===== config.mk =====
export PLATFORM = sky130hd
export DESIGN_NAME = mtpb_payload_builder
export DESIGN_NICKNAME = d
export VERILOG_FILES = /design/src/rtl/mtpb_pkg.sv /design/src/rtl/mtpb_stream_if.sv /design/src/rtl/mtpb_payload_builder.sv /design/src/rtl/mtpb_fifo.sv /design/src/rtl/mtpb_coef_packer.sv
export SDC_FILE = /design/constraint.sdc
export NUM_CORES = 1
export LEC_CHECK = 0
export ABC_AREA = 1
export BUFFER_PORTS_ARGS = -buffer_cell sky130_fd_sc_hd__buf_2
export CORE_ASPECT_RATIO = 0.75
export CORE_UTILIZATION = 40
export DETAILED_ROUTE_END_ITERATION = 7
export SYNTH_ARGS = -nofsm -noshare
export SYNTH_HDL_FRONTEND = slang
export SYNTH_HIERARCHICAL = 1
export SYNTH_SLANG_ARGS = --single-unit

===== constraint.sdc =====
create_clock -name clk -period 3 [get_ports clk]
set_input_delay 0.3 -clock clk [delete_from_list [all_inputs] [get_ports clk]]
set_output_delay 0.3 -clock clk [all_outputs]
set_load 0.02 [all_outputs]

===== src/rtl/mtpb_pkg.sv =====
// Purpose: Shared constants for the media thread payload builder.
// Assumes: 32-bit APB register words, 256-bit register-file entries.
// Notes: Offsets are byte addresses on the APB port.
package mtpb_pkg;

    // ******************************************
    // Widths and counts
    // ******************************************
    localparam int COEF_W = 16;
    localparam int DWORD_W = 32;
    localparam int FIFO_DEPTH = 16;
    localparam int REG_IDX_W = 8;
    localparam int DW_IDX_W = 3;
    localparam int NUM_BLOCKS = 6;
    localparam int DW_PER_BLOCK = 32;
    localparam int REGS_PER_BLOCK = 4;

    // ******************************************
    // Register offsets and fields
    // ******************************************
    localparam logic [11:0] OFS_CTRL = 12'h000;
    localparam logic [11:0] OFS_CMD = 12'h004;
    localparam logic [11:0] OFS_STAT = 12'h008;
    localparam int CTRL_CLASS_LSB = 0;
    localparam int CTRL_LAYOUT_LSB = 2;
    localparam int CTRL_INTRA_BIT = 4;
    localparam int CTRL_CBP_LSB = 5;
    localparam int CTRL_BSD_BIT = 11;
    localparam int CTRL_PUSH_BIT = 12;
    localparam int CTRL_PCNT_LSB = 16;
    localparam logic [31:0] CTRL_WMASK = 32'h001f_1fff;
    localparam logic [31:0] CTRL_RST = 32'h0000_0000;
    localparam int CMD_START_BIT = 0;
    localparam int STAT_BUSY_BIT = 0;
    localparam int STAT_SNAP_BIT = 1;
    localparam int STAT_ERR_BIT = 2;
    localparam int STAT_CNT_LSB = 8;

    // ******************************************
    // Payload layout
    // ******************************************
    localparam int HDR_CLASS_LSB = 18;
    localparam int HDR_LAYOUT_LSB = 16;
    localparam int SNAP_FLAG_BIT = 31;
    localparam logic [7:0] ROOT_REG = 8'h00;
    localparam logic [2:0] ROOT_SNAP_DW = 3'h7;
    localparam logic [7:0] BASE_REG = 8'h01;
    localparam logic [2:0] HDR_DW = 3'h0;
    localparam logic [5:0] ALL_BLOCKS = 6'h3f;

    localparam logic [1:0] CODE_RESERVED = 2'h0;
    localparam logic [1:0] INTRA_PICTURE_CODE = 2'h1;
    localparam logic [1:0] PREDICTIVE_PICTURE_CODE = 2'h2;
    localparam logic [1:0] BIDIRECTIONAL_PICTURE_CODE = 2'h3;
    localparam logic [1:0] TOP_FIELD_CODE = 2'h1;
    localparam logic [1:0] BOTTOM_FIELD_CODE = 2'h2;
    localparam logic [1:0] FULL_FRAME_CODE = 2'h3;

    typedef enum logic [1:0] {
        ST_IDLE,
        ST_ROOT,
        ST_HDR,
        ST_COEF
    } mtpb_state_t;

endpackage


===== src/rtl/mtpb_stream_if.sv =====
// Purpose: Valid/ready stream between the builder's own modules.
// Assumes: Single clock domain.
// Notes: The source holds data stable while valid waits on ready.
`timescale 1ns/1ps
interface mtpb_stream_if #(
    parameter int W = 16
) ();
    logic valid;
    logic ready;
    logic [W-1:0] data;

    modport src (output valid, output data, input ready);
    modport snk (input valid, input data, output ready);
endinterface


===== src/rtl/mtpb_payload_builder.sv =====
// Purpose: Builds a media thread's start-up payload writes.
// Assumes: Coefficients arrive in block order, only for coded blocks.
// Notes: APB slave with zero wait states; one job at a time.
//
// Overview of operation
// - Picture coding type in header bits 19:18.
// - Picture structure code in header bits 17:16.
// - Header bits 15:0 stay zero.
// - Coefficients only for coded blocks, from the register after the header.
// - Block order Y0..Y3, Cb, Cr; skip uncoded.
// - Each block fills four consecutive registers.
// - With control bits 11 and 12 both set, push constants from R1, data follows them.
// - With control bit 11 set, snapshot flag goes to R0.7 bit 31.
// - Intra macroblock ignores coded block pattern.
`timescale 1ns/1ps
module mtpb_payload_builder
    import mtpb_pkg::*;
#(
    parameter int FIFO_DEPTH_P = FIFO_DEPTH
) (
    // Clock and reset
    input wire logic clk,
    input wire logic rst,
    // APB register port
    input wire logic psel,
    input wire logic penable,
    input wire logic pwrite,
    input wire logic [11:0] paddr,
    input wire logic [31:0] pwdata,
    output logic [31:0] prdata,
    output logic pready,
    output logic pslverr,
    // Coefficient stream from the video front end
    input wire logic coef_valid,
    input wire logic [COEF_W-1:0] coef_data,
    output logic coef_ready,
    // Snapshot condition from the dispatcher
    input wire logic snapshot_evt,
    // General register file write port
    output logic grf_valid,
    input wire logic grf_ready,
    output logic [REG_IDX_W-1:0] grf_reg,
    output logic [DW_IDX_W-1:0] grf_dw,
    output logic [DWORD_W-1:0] grf_data,
    // Status
    output logic busy
);

    // ******************************************
    // Coefficient path
    // ******************************************
    mtpb_stream_if #(.W(COEF_W)) fin_if ();
    mtpb_stream_if #(.W(COEF_W)) fout_if ();
    mtpb_stream_if #(.W(DWORD_W)) pk_if ();

    assign fin_if.valid = coef_valid;
    assign fin_if.data = coef_data;
    assign coef_ready = fin_if.ready;

    mtpb_fifo #(.W(COEF_W), .DEPTH(FIFO_DEPTH_P)) u_fifo (
        .clk(clk),
        .rst(rst),
        .in_s(fin_if.snk),
        .out_s(fout_if.src)
    );

    mtpb_coef_packer #(.IN_W(COEF_W), .OUT_W(DWORD_W)) u_pack (
        .clk(clk),
        .rst(rst),
        .in_s(fout_if.snk),
        .out_s(pk_if.src)
    );

    // ******************************************
    // Register port
    // ******************************************
    mtpb_state_t st_q;
    logic [31:0] ctrl_q;
    logic [31:0] job_q;
    logic [31:0] rd;
    logic [31:0] stat_word;
    logic [31:0] stat_clr;
    logic [7:0] wcnt_q;
    logic snap_q;
    logic snap_cap_q;
    logic err_q;
    logic acc;
    logic wr_en;
    logic hit;
    logic start_req;
    logic codes_ok;
    logic start;
    logic ov_q;

    assign acc = psel && penable;
    assign wr_en = acc && pwrite;
    assign pready = 1'b1;
    assign pslverr = acc && !hit;
    assign prdata = (acc && !pwrite) ? rd : '0;
    assign stat_clr = (wr_en && paddr == OFS_STAT) ? pwdata : '0;
    assign start_req = wr_en && paddr == OFS_CMD && pwdata[CMD_START_BIT];
    assign codes_ok = ctrl_q[CTRL_CLASS_LSB +: 2] != CODE_RESERVED &&
                      ctrl_q[CTRL_LAYOUT_LSB +: 2] != CODE_RESERVED;
    assign start = start_req && st_q == ST_IDLE && !ov_q && codes_ok;
    assign busy = (st_q != ST_IDLE) || ov_q;

    always_comb begin
        stat_word = '0;
        stat_word[STAT_BUSY_BIT] = busy;
        stat_word[STAT_SNAP_BIT] = snap_q;
        stat_word[STAT_ERR_BIT] = err_q;
        stat_word[STAT_CNT_LSB +: 8] = wcnt_q;
    end

    always_comb begin
        hit = 1'b1;
        rd = '0;
        case (paddr)
            OFS_CTRL: rd = ctrl_q;
            OFS_CMD: rd = '0;
            OFS_STAT: rd = stat_word;
            default: hit = 1'b0;
        endcase
    end

    always_ff @(posedge clk) begin
        if (rst) begin
            ctrl_q <= CTRL_RST;
        end else if (wr_en && paddr == OFS_CTRL) begin
            ctrl_q <= pwdata & CTRL_WMASK;
        end
    end

    // A reserved code is refused at start so no header carries it.
    always_ff @(posedge clk) begin
        if (rst) begin
            err_q <= 1'b0;
        end else if (start_req && st_q == ST_IDLE && !ov_q && !codes_ok) begin
            err_q <= 1'b1;
        end else if (stat_clr[STAT_ERR_BIT]) begin
            err_q <= 1'b0;
        end
    end

    always_ff @(posedge clk) begin
        if (rst) begin
            snap_q <= 1'b0;
        end else if (snapshot_evt) begin
            snap_q <= 1'b1;
        end else if (stat_clr[STAT_SNAP_BIT]) begin
            snap_q <= 1'b0;
        end
    end

    // Settings are latched so software may prepare the next job early.
    always_ff @(posedge clk) begin
        if (rst) begin
            job_q <= CTRL_RST;
            snap_cap_q <= 1'b0;
        end else if (start) begin
            job_q <= ctrl_q;
            snap_cap_q <= snap_q;
        end
    end

    // ******************************************
    // Payload sequencing
    // ******************************************
    logic [1:0] j_class;
    logic [1:0] j_layout;
    logic [4:0] j_pcnt;
    logic [5:0] coded;
    logic [7:0] mb_base;
    logic [7:0] hdr_reg;
    logic [7:0] coef_base;
    logic [7:0] coef_reg;
    logic [2:0] blk_q;
    logic [2:0] slot_q;
    logic [4:0] dcnt_q;
    logic cur_coded;
    logic last_blk;
    logic blk_done;
    logic issue;
    logic take;
    logic fire;
    logic [7:0] n_reg;
    logic [2:0] n_dw;
    logic [31:0] n_data;

    assign j_class = job_q[CTRL_CLASS_LSB +: 2];
    assign j_layout = job_q[CTRL_LAYOUT_LSB +: 2];
    assign j_pcnt = job_q[CTRL_PCNT_LSB +: 5];
    assign coded = job_q[CTRL_INTRA_BIT] ? ALL_BLOCKS
                                         : job_q[CTRL_CBP_LSB +: 6];
    assign mb_base = (job_q[CTRL_BSD_BIT] && job_q[CTRL_PUSH_BIT]) ?
                     8'(BASE_REG + {3'h0, j_pcnt}) : BASE_REG;
    assign hdr_reg = 8'(mb_base + 8'h01);
    assign coef_base = 8'(mb_base + 8'h02);
    assign coef_reg = 8'(coef_base + {3'h0, slot_q, 2'b00} +
                         {6'h0, dcnt_q[4:3]});
    assign cur_coded = coded[blk_q];
    assign last_blk = (blk_q == 3'(NUM_BLOCKS - 1));
    assign take = !ov_q || grf_ready;
    assign fire = issue && take;
    assign blk_done = (st_q == ST_COEF) && (!cur_coded ||
                      (fire && dcnt_q == 5'(DW_PER_BLOCK - 1)));
    assign pk_if.ready = (st_q == ST_COEF) && cur_coded && take;

    always_comb begin
        issue = 1'b0;
        n_reg = '0;
        n_dw = '0;
        n_data = '0;
        case (st_q)
            ST_ROOT: begin
                issue = 1'b1;
                n_reg = ROOT_REG;
                n_dw = ROOT_SNAP_DW;
                n_data[SNAP_FLAG_BIT] = snap_cap_q;
            end
            ST_HDR: begin
                issue = 1'b1;
                n_reg = hdr_reg;
                n_dw = HDR_DW;
                n_data[HDR_CLASS_LSB +: 2] = j_class;
                n_data[HDR_LAYOUT_LSB +: 2] = j_layout;
            end
            ST_COEF: begin
                issue = cur_coded && pk_if.valid;
                n_reg = coef_reg;
                n_dw = dcnt_q[2:0];
                n_data = pk_if.data;
            end
            default: issue = 1'b0;
        endcase
    end

    always_ff @(posedge clk) begin
        if (rst) begin
            st_q <= ST_IDLE;
        end else begin
            case (st_q)
                ST_IDLE: begin
                    if (start) begin
                        st_q <= ctrl_q[CTRL_BSD_BIT] ? ST_ROOT : ST_HDR;
                    end
                end
                ST_ROOT: if (fire) st_q <= ST_HDR;
                ST_HDR: if (fire) st_q <= ST_COEF;
                ST_COEF: if (blk_done && last_blk) st_q <= ST_IDLE;
                default: st_q <= ST_IDLE;
            endcase
        end
    end

    always_ff @(posedge clk) begin
        if (rst || start) begin
            blk_q <= '0;
            slot_q <= '0;
            dcnt_q <= '0;
        end else if (st_q == ST_COEF) begin
            if (fire) begin
                dcnt_q <= 5'(dcnt_q + 5'h01);
            end
            if (blk_done) begin
                blk_q <= 3'(blk_q + 3'h1);
                if (cur_coded) begin
                    slot_q <= 3'(slot_q + 3'h1);
                end
            end
        end
    end

    // ******************************************
    // Output stage
    // ******************************************
    logic o_hdr_q;
    logic o_root_q;

    always_ff @(posedge clk) begin
        if (rst) begin
            ov_q <= 1'b0;
            grf_reg <= '0;
            grf_dw <= '0;
            grf_data <= '0;
            o_hdr_q <= 1'b0;
            o_root_q <= 1'b0;
        end else if (take) begin
            ov_q <= issue;
            if (fire) begin
                grf_reg <= n_reg;
                grf_dw <= n_dw;
                grf_data <= n_data;
                o_hdr_q <= (st_q == ST_HDR);
                o_root_q <= (st_q == ST_ROOT);
            end
        end
    end

    assign grf_valid = ov_q;

    always_ff @(posedge clk) begin
        if (rst || start) begin
            wcnt_q <= '0;
        end else if (ov_q && grf_ready) begin
            wcnt_q <= 8'(wcnt_q + 8'h01);
        end
    end
endmodule


===== src/rtl/mtpb_fifo.sv =====
// Purpose: Coefficient FIFO in front of the packer.
// Assumes: DEPTH is a power of two of at least two.
// Notes: Ready on the fill side falls only when every entry is used.
`timescale 1ns/1ps
module mtpb_fifo #(
    parameter int W = 16,
    parameter int DEPTH = 16
) (
    // Clock and reset
    input wire logic clk,
    input wire logic rst,
    // Streams
    mtpb_stream_if.snk in_s,
    mtpb_stream_if.src out_s
);
    localparam int AW = $clog2(DEPTH);

    if (DEPTH < 2 || (1 << AW) != DEPTH) begin : g_chk
        $error("FIFO depth must be a power of two of at least two.");
    end

    logic [W-1:0] mem [DEPTH];
    logic [AW-1:0] wp_q;
    logic [AW-1:0] rp_q;
    logic [AW:0] cnt_q;
    logic push;
    logic pop;

    assign in_s.ready = (cnt_q != (AW+1)'(DEPTH));
    assign out_s.valid = (cnt_q != '0);
    assign out_s.data = mem[rp_q];
    assign push = in_s.valid && in_s.ready;
    assign pop = out_s.valid && out_s.ready;

    always_ff @(posedge clk) begin
        if (push) begin
            mem[wp_q] <= in_s.data;
        end
    end

    always_ff @(posedge clk) begin
        if (rst) begin
            wp_q <= '0;
            rp_q <= '0;
            cnt_q <= '0;
        end else begin
            if (push) begin
                wp_q <= wp_q + 1'b1;
            end
            if (pop) begin
                rp_q <= rp_q + 1'b1;
            end
            if (push && !pop) begin
                cnt_q <= cnt_q + 1'b1;
            end else if (pop && !push) begin
                cnt_q <= cnt_q - 1'b1;
            end
        end
    end
endmodule


===== src/rtl/mtpb_coef_packer.sv =====
// Purpose: Packs pairs of coefficient words into register dwords.
// Assumes: A block always brings an even count of coefficients.
// Notes: One output register; a stalled output stalls the input.
`timescale 1ns/1ps
module mtpb_coef_packer
    import mtpb_pkg::*;
#(
    parameter int IN_W = COEF_W,
    parameter int OUT_W = DWORD_W
) (
    // Clock and reset
    input wire logic clk,
    input wire logic rst,
    // Streams
    mtpb_stream_if.snk in_s,
    mtpb_stream_if.src out_s
);
    if (2 * IN_W != OUT_W) begin : g_chk
        $error("Output width must be twice the input width.");
    end

    logic half_q;
    logic [IN_W-1:0] lo_q;
    logic ov_q;
    logic [OUT_W-1:0] od_q;
    logic acc;

    assign in_s.ready = !ov_q || out_s.ready;
    assign acc = in_s.valid && in_s.ready;
    assign out_s.valid = ov_q;
    assign out_s.data = od_q;

    always_ff @(posedge clk) begin
        if (rst) begin
            half_q <= 1'b0;
            lo_q <= '0;
        end else if (acc) begin
            half_q <= !half_q;
            if (!half_q) begin
                lo_q <= in_s.data;
            end
        end
    end

    always_ff @(posedge clk) begin
        if (rst) begin
            ov_q <= 1'b0;
            od_q <= '0;
        end else if (acc && half_q) begin
            ov_q <= 1'b1;
            od_q <= {in_s.data, lo_q};
        end else if (out_s.ready) begin
            ov_q <= 1'b0;
        end
    end
endmodule


After elaboration in Yosys (flattened, before gate mapping):

Memories as Yosys holds them, arrays and structs flattened. A register that Yosys moved wholly into a read port is not among the register bits.
Cells that the tools add are included.

* register bits: 167
* output and inout port bits: 80
* input bits: 68
* memories kept: 1
* logic and storage cells: 141
* bits in writable memories: 256

Memory list
* u_fifo.mem: words 16, bits a word 16, rd ports 1, clocked after memory_dff 1, wr ports 1, line mtpb_fifo.sv:22 `logic [W-1:0] mem [DEPTH];`

* reduce and logical (&&, ||, !) cells: 59
* muxes and demuxes: 33
* $lt $le $gt $ge: 1
* equality and inequality tests: 12
* $add $sub $neg: 13
* bitwise gates (word level): 1

Operators with widths (count)
* 21-bit one-hot mux with 2 select lines: 1
* 32-bit two-way mux: 1
* 1-bit logical AND: 27
* 16-bit two-way mux: 1
* 8-bit one-hot mux with 2 select lines: 1
* 2-bit nonzero test: 7
* 12-bit by 3-bit equality test with 1-bit output, second input constant: 1
* 12-bit by 4-bit equality test with 1-bit output, second input constant: 1
* 12-bit zero test: 1
* 6-bit two-way mux: 2
* 11-bit two-way mux: 1
* 5-bit by 1-bit adder with 5-bit output, second input constant: 2
* 1-bit two-way mux: 10
* 2-bit two-way mux: 5
* 5-bit two-way mux: 2
* 1-bit zero test: 9
* 4-bit by 1-bit adder with 4-bit output, second input constant: 2
* 7-bit by 5-bit adder with 8-bit output: 1
* 8-bit by 1-bit adder with 8-bit output, second input constant: 1
* 8-bit by 2-bit adder with 8-bit output: 1
* 4-bit two-way mux: 2
* 2-bit one-hot mux with 4 select lines: 1
* 4-bit one-hot mux with 2 select lines: 1
* 2-bit AND reduction: 4
* other kinds (25): 34

Logic depth before layout (Yosys ltp):

Gate-level depths: netlist of run 1.

* depth in word-level cells: 12
* gate-level depth with buffers: 22

By module:

The synthesis of run 1 kept the hierarchy.

Modules (own cells, without submodules)
* mtpb_fifo: area each 11910.2 um^2, times used 1, cells an instance 1170
* mtpb_payload_builder: area each 4964.8 um^2, times used 1, cells an instance 682
* mtpb_coef_packer: area each 2494.9 um^2, times used 1, cells an instance 391

Worst setup path after synthesis of run 1:

No wires, ideal clock.

* path type: reg-to-reg
* start: reg blk_q[0]
* end: reg u_fifo.cnt_q[4]
* setup time: 0.115 ns
* setup slack: 0.370 ns
* cell stages (with the launch flop): 21
* arrival: 2.515 ns
* required time: 2.885 ns
* path buffers: 1
* path through: dfxtp_1 nand2_1 nand3_1 nand2_1 nand2_1 nand2_1 nor2_1 inv_1 nor2_1 inv_1 nand2_4 buf_2 nand2_2 ha_1 inv_1 ha_1 or2_2 nand3_1 nand2_1 o21ai_0 inv_1

* cells in the longest elaborated chain, start to end: 9
* elaborated cells between the ends (all ways): 11
* those cells by class: mux: 3; reduce/logical: 8

RTL lines
* start, declared: line mtpb_payload_builder.sv:177 `logic [2:0] blk_q;`
* start signal, assigned: line mtpb_payload_builder.sv:266 `blk_q <= 3'(blk_q + 3'h1);`
* 1-bit binary-select mux with 3-bit select *: line mtpb_payload_builder.sv:201 `assign cur_coded = coded[blk_q];`
* 1-bit two-way mux (not written as such) *: line mtpb_payload_builder.sv:201
* 1-bit logical AND * (2 in a row): line mtpb_payload_builder.sv:207 `assign pk_if.ready = (st_q == ST_COEF) && cur_coded && take;`
* net pk_if.ready: line mtpb_stream_if.sv:9 `logic ready;`
* 1-bit logical OR *: line mtpb_coef_packer.sv:28 `assign in_s.ready = !ov_q || out_s.ready;`
* net fout_if.ready: line mtpb_stream_if.sv:9
* 1-bit logical AND *: line mtpb_fifo.sv:33 `assign pop = out_s.valid && out_s.ready;`
* 1-bit zero test: line mtpb_fifo.sv:53 `if (push && !pop) begin`
* 1-bit logical AND: line mtpb_fifo.sv:53
* 5-bit two-way mux or 2-bit nonzero test (tied branches)
* end signal, assigned: line mtpb_fifo.sv:54 `cnt_q <= cnt_q + 1'b1;`
* end signal, assigned: line mtpb_fifo.sv:56 `cnt_q <= cnt_q - 1'b1;`
* end, declared: line mtpb_fifo.sv:25 `logic [AW:0] cnt_q;`

Mark *: on every way through the listed nets, which the timed path passes. The rest lies on a longest branch. The select of a mux whose other input is x is not followed.
A chain may end at the register's enable or synchronous reset.

Worst setup path after layout of run 1:

Same ends and word-level chain as after synthesis.

==> results_dict.tcl, run 1 <==
set metrics [dict create \
    hold_viol_final 0 \
    routed_wl_um 45900 \
    p_int_w 0.0114 \
    synthXorXnorAreaFrac_pct 0.452 \
    fmax_mhz 379 \
    wl_per_cell_um 15.1 \
    clock_path_buffers 3 \
    die_area_mm2 0.0493 \
    power_switching_w 0.00601 \
    vias 14500 \
    clk_latency_ns 0.58 \
    yosys_warnings 6 \
    grtUsageMet1_pct 26.2 \
    drt_iter0_markers 1237 \
    grtUsageMet2_pct 29.3 \
    regMostFlops "u_fifo/mem" \
    end_kind "flip-flop" \
    io_buffers 120 \
    die_h_um 193 \
    nNetsFinal 2459 \
    met3_usage_pct 2.97 \
    relSlewSlack_pct 39.9 \
    drc 0 \
    synth_edf_count 256 \
    h-tree-depth 2 \
    critical_path_arrival_ns 3.10 \
    setup_tns_ns 0 \
    synth-seq-area-share_pct 57.3 \
    num_rows 69 \
    yosysMostFrequentCell "nand2_1" \
    grt_pass1_wl_um 72600 \
    yosys.area.top_type "edfxtp_1" \
    setup_viol 0 \
    synth_top_family_by_area "simple AND/OR/NAND/NOR gates" \
    synth-seq-cells 426 \
    synth_area_mm2 0.0194 \
    layout-area-overhead-vs-synth_pct 14.2 \
    drtAntennaViolNets 0 \
    synth.area.top_cells "edfxtp_1 (40%), dfxtp_1 (18%), nand2_1 (12%)" \
    power_frac_comb_pct 28.1 \
    cts-buffers-inserted 43 \
    cp.required_ns 3.46 \
    p_leak_nw 9.73 \
    crit_type "reg2reg" \
    peakVddDrop_mv 0.583 \
    detail_route.first_pass.iterations 5 \
    swShare_pct 34.4 \
    routed_via_density 4.80 \
    yosys.area_share.simple_pct 23.8 \
    synth.distinct_cells 44 \
    syn_inst 2243 \
    core_area_mm2 0.0476 \
    gp_congestion 0.843 \
    rsz0062_at_grt "no" \
    root_buffer "clkbuf_16" \
    cts_tree "yes" \
    hold_start "pwdata[19]" \
    cp-start-kind "flip-flop" \
    pin_count 148 \
    hold_path.class "in2reg" \
    grt_pass1_vias 13500 \
    place_hpwl_um 28700 \
    holdPathStages 3 \
    synth_top_area_share_pct 39.7 \
    pwr-share-clk_pct 31.9 \
    worstMarginPinSlew_ns 0.901 \
    grt-busiest-layer "met2" \
    rr_worst_depth 19 \
    synth_async_sr_flop_share_pct 0 \
    grt_antenna_before_repair 2 \
    synth_compound_area_share_pct 4.55 \
    seqPwrFrac_pct 39.9 \
    grt_start_max_net_pins 77 \
    finalMaxSlewViolations 0 \
    die_x_um 256 \
    min_to "ctrl_q[19]" \
    rr_endpoint "u_fifo/cnt_q[4]" \
    clock_skew_ns 0.0220 \
    synth_adder_area_share_pct 2.27 \
    hold_slack_ns 0.0234 \
    fin_crit_sh_pct 88.1 \
    maxCapViolations 0 \
    drive_gt1_share_pct 11.5 \
    clkTransAtPathRegs_ns 0.06 \
    worstReg2RegStart "blk_q[0]" \
    synthFlopType "edfxtp_1" \
    track_usage_pct 18.6 \
    largest_reg_flops 256 \
    path_max_fanout 7 \
    ys_top_cells_by_count "nand2_1 (624), inv_1 (401), edfxtp_1 (256)" \
    overflow 0 \
    synthMuxAreaShare_pct 0 \
    fillerInstances 4530 \
    status "finished, final reports clean" \
    powerDensity_mw_per_mm2 789 \
    regToRegSetupSlack_ns 0.36 \
    syn_avg_cell_area_um2 8.64 \
    initial_utilization_pct 40.7 \
    cts.sinks 426 \
    fin_crit_ns 2.64 \
]
## logic make-up after synthesis
kind of cell,after synthesis
DFF,426
xor gates and xnor gates,10
other,2
and+or+nand+nor,1073
buffers and inverters,529
adders and majority gates,34
AOI/OAI and AO/OA,169
## layout by cell type (no fill, tap or decap), types with 12 or more instances in the layout
cell,count
a21oi_1,104
buf_2,120
buf_4,41
clkbuf_16,43
conb_1,13
dfxtp_1,167
dlygate4sd3_1,12
edfxtp_1,256
ha_1,32
inv_1,400
nand2_1,624
nand3_1,228
nand4_1,53
nor2_1,118
nor3_1,19
o21ai_0,44
## area by class of cell
type / count / area (um^2) / area share (%)
Sequential cell: 426 / 11100 / 50.2
Multi-Input combinational cell: 1299 / 6080 / 27.5
Inverter: 409 / 1540 / 6.97
Clock buffer: 51 / 1130 / 5.11
Timing Repair Buffer: 178 / 1130 / 5.10
Tap cell: 639 / 800 / 3.61
Clock inverter: 28 / 340 / 1.54
Antenna cell: 1 / 2.50 / 0.0113
## worst max-delay path, stage by stage, from the launching register on
cell and delay [ns]:
dfxtp_2 0.40, nand2_1 0.08, nand3_1 0.08, nand2_1 0.06, nand2_1 0.11, nand2_1 0.08, nor2_1 0.09, inv_1 0.06
nor2_1 0.08, inv_1 0.08, nand2_4 0.10, nand2_2 0.09, ha_1 0.21, inv_2 0.11, ha_1 0.26, or2_2 0.29
nand3_1 0.08, nand2_1 0.04, o21ai_0 0.15, inv_1 0.05
## through the flow
step                      area, um^2  total power (W)  std cells  setup WS [ns]  util [%]
after floorplan                19400           0.0108       2254          0.370         -
after global placement         20500           0.0119       2939          0.258      43.2
after detailed placement       20500           0.0120       2939          0.206      43.2
after CTS                      22100           0.0176       3030          0.181      46.5
after global routing           22100           0.0186       3030         0.0500      46.5
final                          22100           0.0174       3031          0.358      46.5
## routing by layer
metal / vias up / wire length [um] / part of all wire, %
li1: 7341 / - / -
met1: 6805 / 22100 / 48
met2: 316 / 20500 / 45
met3: 73 / 2240 / 4.9
met4: 2 / 1000 / 2.2
met5: - / 13 / 0.028
## power groups by stage
stage / Clock (W) / Combinational [W] / Sequential [W]
finish: 0.00557 / 0.00490 / 0.00697
detailed placement: 0 / 0.00488 / 0.00709
floorplan: 0 / 0.00385 / 0.00698
CTS: 0.00570 / 0.00492 / 0.00697
global route: 0.00595 / 0.00560 / 0.00703
global placement: 0 / 0.00479 / 0.00708
## repair_timing
item | in CTS | in global routing
buffers inserted | 0 | 0
hold endpoints to repair | 12 | 0
resized for setup | 0 | 2
endpoints found under the setup margin | 0 | 11
hold buffers | 12 | 0
## worst max path at each step
| stage | slack (ns) | startpoint | cells past startpoint | end |
|---|---|---|---|---|
| 6_report | 0.36 | blk_q[0] | 19 | u_fifo/cnt_q[4] |
| 5_1_grt | 0.05 | blk_q[1] | 19 | u_fifo/cnt_q[4] |
| 4_1_cts | 0.18 | blk_q[0] | 19 | u_fifo/cnt_q[4] |
| 3_5_place_dp | 0.21 | blk_q[0] | 19 | u_fifo/cnt_q[4] |
| 3_3_place_gp | 0.26 | blk_q[0] | 19 | u_fifo/cnt_q[4] |
| 2_1_floorplan | 0.37 | blk_q[0] | 20 | u_fifo/cnt_q[4] |
No activity file was read; power rests on OpenSTA's default activity.
==> run 2: changes to the inputs <==
Settings changed: PLACE_DENSITY from default to 0.66.
==> run 2 against run 1 <==
Net effect: final area fell by 0.72%; combinational power barely moved; wire length rose by 1.6%; sequential share of layout area rose by 0.37 points; non-clock buffer count fell by 7; hold slack got worse by 0.010 ns; sequential power barely moved; sequential cell count did not move; clock skew rose by 0.024 ns; critical path depth fell by 3; register-to-register slack got worse by 0.08 ns; power fell by 1.9%.
==> results_dict.tcl, run 2 (same netlist as run 1, synthesis figures left out) <==
set metrics [dict create \
    overflow 0 \
    slowest_stage "dfxtp_1" \
    die_h_um 193 \
    track_usage_pct 18.7 \
    pin_count 148 \
    critPathTopFamily "simple AND/OR/NAND/NOR gates" \
    critPathMostFrequentCell "inv_1" \
    finalWorstSetupSlack_ns 0.280 \
    detail_route.first_pass.iterations 6 \
    clk_latency_ns 0.58 \
    die_x_um 256 \
    pre_cts_ws_ns 0.249 \
    fmax_mhz 368 \
    setup_viol 0 \
    cts.sinks 426 \
    root_buffer "clkbuf_16" \
    cts_tree "yes" \
    path_cells "ha_1 > inv_1 > nor2_1 > inv_1 > nor2_1 > inv_1 > nand2_4 > nand2_2 > ha_1 > inv_1 > ha_1 > or2_2 > nand3_1 > nand2_1 > o21ai_0 > inv_1" \
    critical_path_arrival_ns 3.17 \
    routed_wl_um 46600 \
    gp_congestion 0.819 \
    setup_tns_ns 0 \
    core_area_mm2 0.0476 \
    cp_slowest_stage_delay_ns 0.38 \
    hold_viol_final 0 \
    worstMarginPinSlew_ns 0.867 \
    crit_type "reg2reg" \
    cp-start-kind "flip-flop" \
    grt_start_max_net_pins 129 \
    grt_pass1_vias 14000 \
    cts_setup_buffers 0 \
    critical_path_buf_inv_count 5 \
    finalMaxSlewViolations 0 \
    nNetsFinal 2452 \
    finalInstanceArea_mm2 0.0220 \
    clkTransAtPathRegs_ns 0.06 \
    clock_skew_ns 0.0459 \
    h-tree-depth 2 \
    fin_crit_ns 2.72 \
    place_hpwl_um 28700 \
    maxCapViolations 0 \
    initial_utilization_pct 40.7 \
    rsz0062_at_grt "no" \
    status "finished, final reports clean" \
    drtAntennaViolNets 0 \
    p_leak_nw 9.66 \
    io_buffers 120 \
    cp.required_ns 3.45 \
    layout.cells.non_filler 3024 \
    regMostFlops "u_fifo/mem" \
    layout-area-overhead-vs-synth_pct 13.4 \
    clock_path_buffers 3 \
    grt_pass1_wl_um 73100 \
    p_total_w 0.0171 \
    peakVddDrop_mv 0.652 \
    path_max_fanout 7 \
    drt_iter0_markers 1167 \
    hold_path.class "in2reg" \
    layout_commonest_cell "nand2_1" \
    cts-buffers-inserted 43 \
    num_rows 69 \
    grt_antenna_before_repair 2 \
    largest_reg_flops 256 \
    drive_gt1_share_pct 10.8 \
    die_area_mm2 0.0493 \
    final_cell_mix "nand2_1 (624), inv_1 (401), edfxtp_1 (256), nand3_1 (228), dfxtp_1 (167)" \
    antenna_cells 0 \
    powerDensity_mw_per_mm2 779 \
    end_kind "flip-flop" \
    vias 14800 \
    dp.cells 2935 \
    relSlewSlack_pct 42.2 \
    fin_crit_sh_pct 90.7 \
    drc 0 \
    placed_cell_area_mm2 0.0205 \
    wl_per_cell_um 15.4 \
    routed_via_density 4.90 \
]
run 2: what timing repair did:
item | in CTS | in global routing
resized for setup | 0 | 1
hold buffers | 9 | 0
setup endpoints to repair | 0 | 1
hold endpoints to repair | 9 | 0
run 2: worst min-delay path, delay by kind of cell:
kind | cells | cell delay [ns]
buffers and inverters | 1 | 0.10
and+or+nand+nor | 1 | 0.08
AOI/OAI and AO/OA | 1 | 0.06
run 2: worst paths after layout:
check / startpoint / end / depth (start not counted) / slack [ns]
setup / recovery: st_q[0] / u_fifo/cnt_q[4] / 16 / 0.28
setup reg to reg: st_q[0] / u_fifo/cnt_q[4] / 16 / 0.28
hold / removal: pwdata[8] / ctrl_q[8] / 3 / 0.01
hold reg to reg: job_q[10] / job_q[10] / 2 / 0.45
run 2: per-stage QoR:
step	util [%]	hold WS [ns]
finish	46.2	0.0134
global route	46.2	0.0188
CTS	46.2	0.000145
detailed placement	43.1	0.440
global placement	43.1	0.434
floorplan	-	0.369
run 2: power by group:
part | internal, W | total [W] | switching [W]
Sequential | 0.00668 | 0.00695 | 0.000275
Clock | 0.00295 | 0.00525 | 0.00230
Combinational | 0.00152 | 0.00491 | 0.00339
run 2: area by class of cell:
type	count	area, um^2
inverters	409	1540
repair buffers	171	1070
well taps	639	800
flip-flops and latches	426	11100
multi-input cells	1299	6080
clock buffers	65	1220
fillers	4504	25600
clock inverters	15	159
run 2: metal layers:
| layer | wire, um | vias to the layer above | GRT usage [%] |
|---|---|---|---|
| met5 | 12 | - | 0 |
| met4 | 1110 | 2 | 5.85 |
| met3 | 3120 | 79 | 2.98 |
| met2 | 21700 | 448 | 30.8 |
| met1 | 20600 | 6974 | 25.4 |
| li1 | - | 7317 | - |
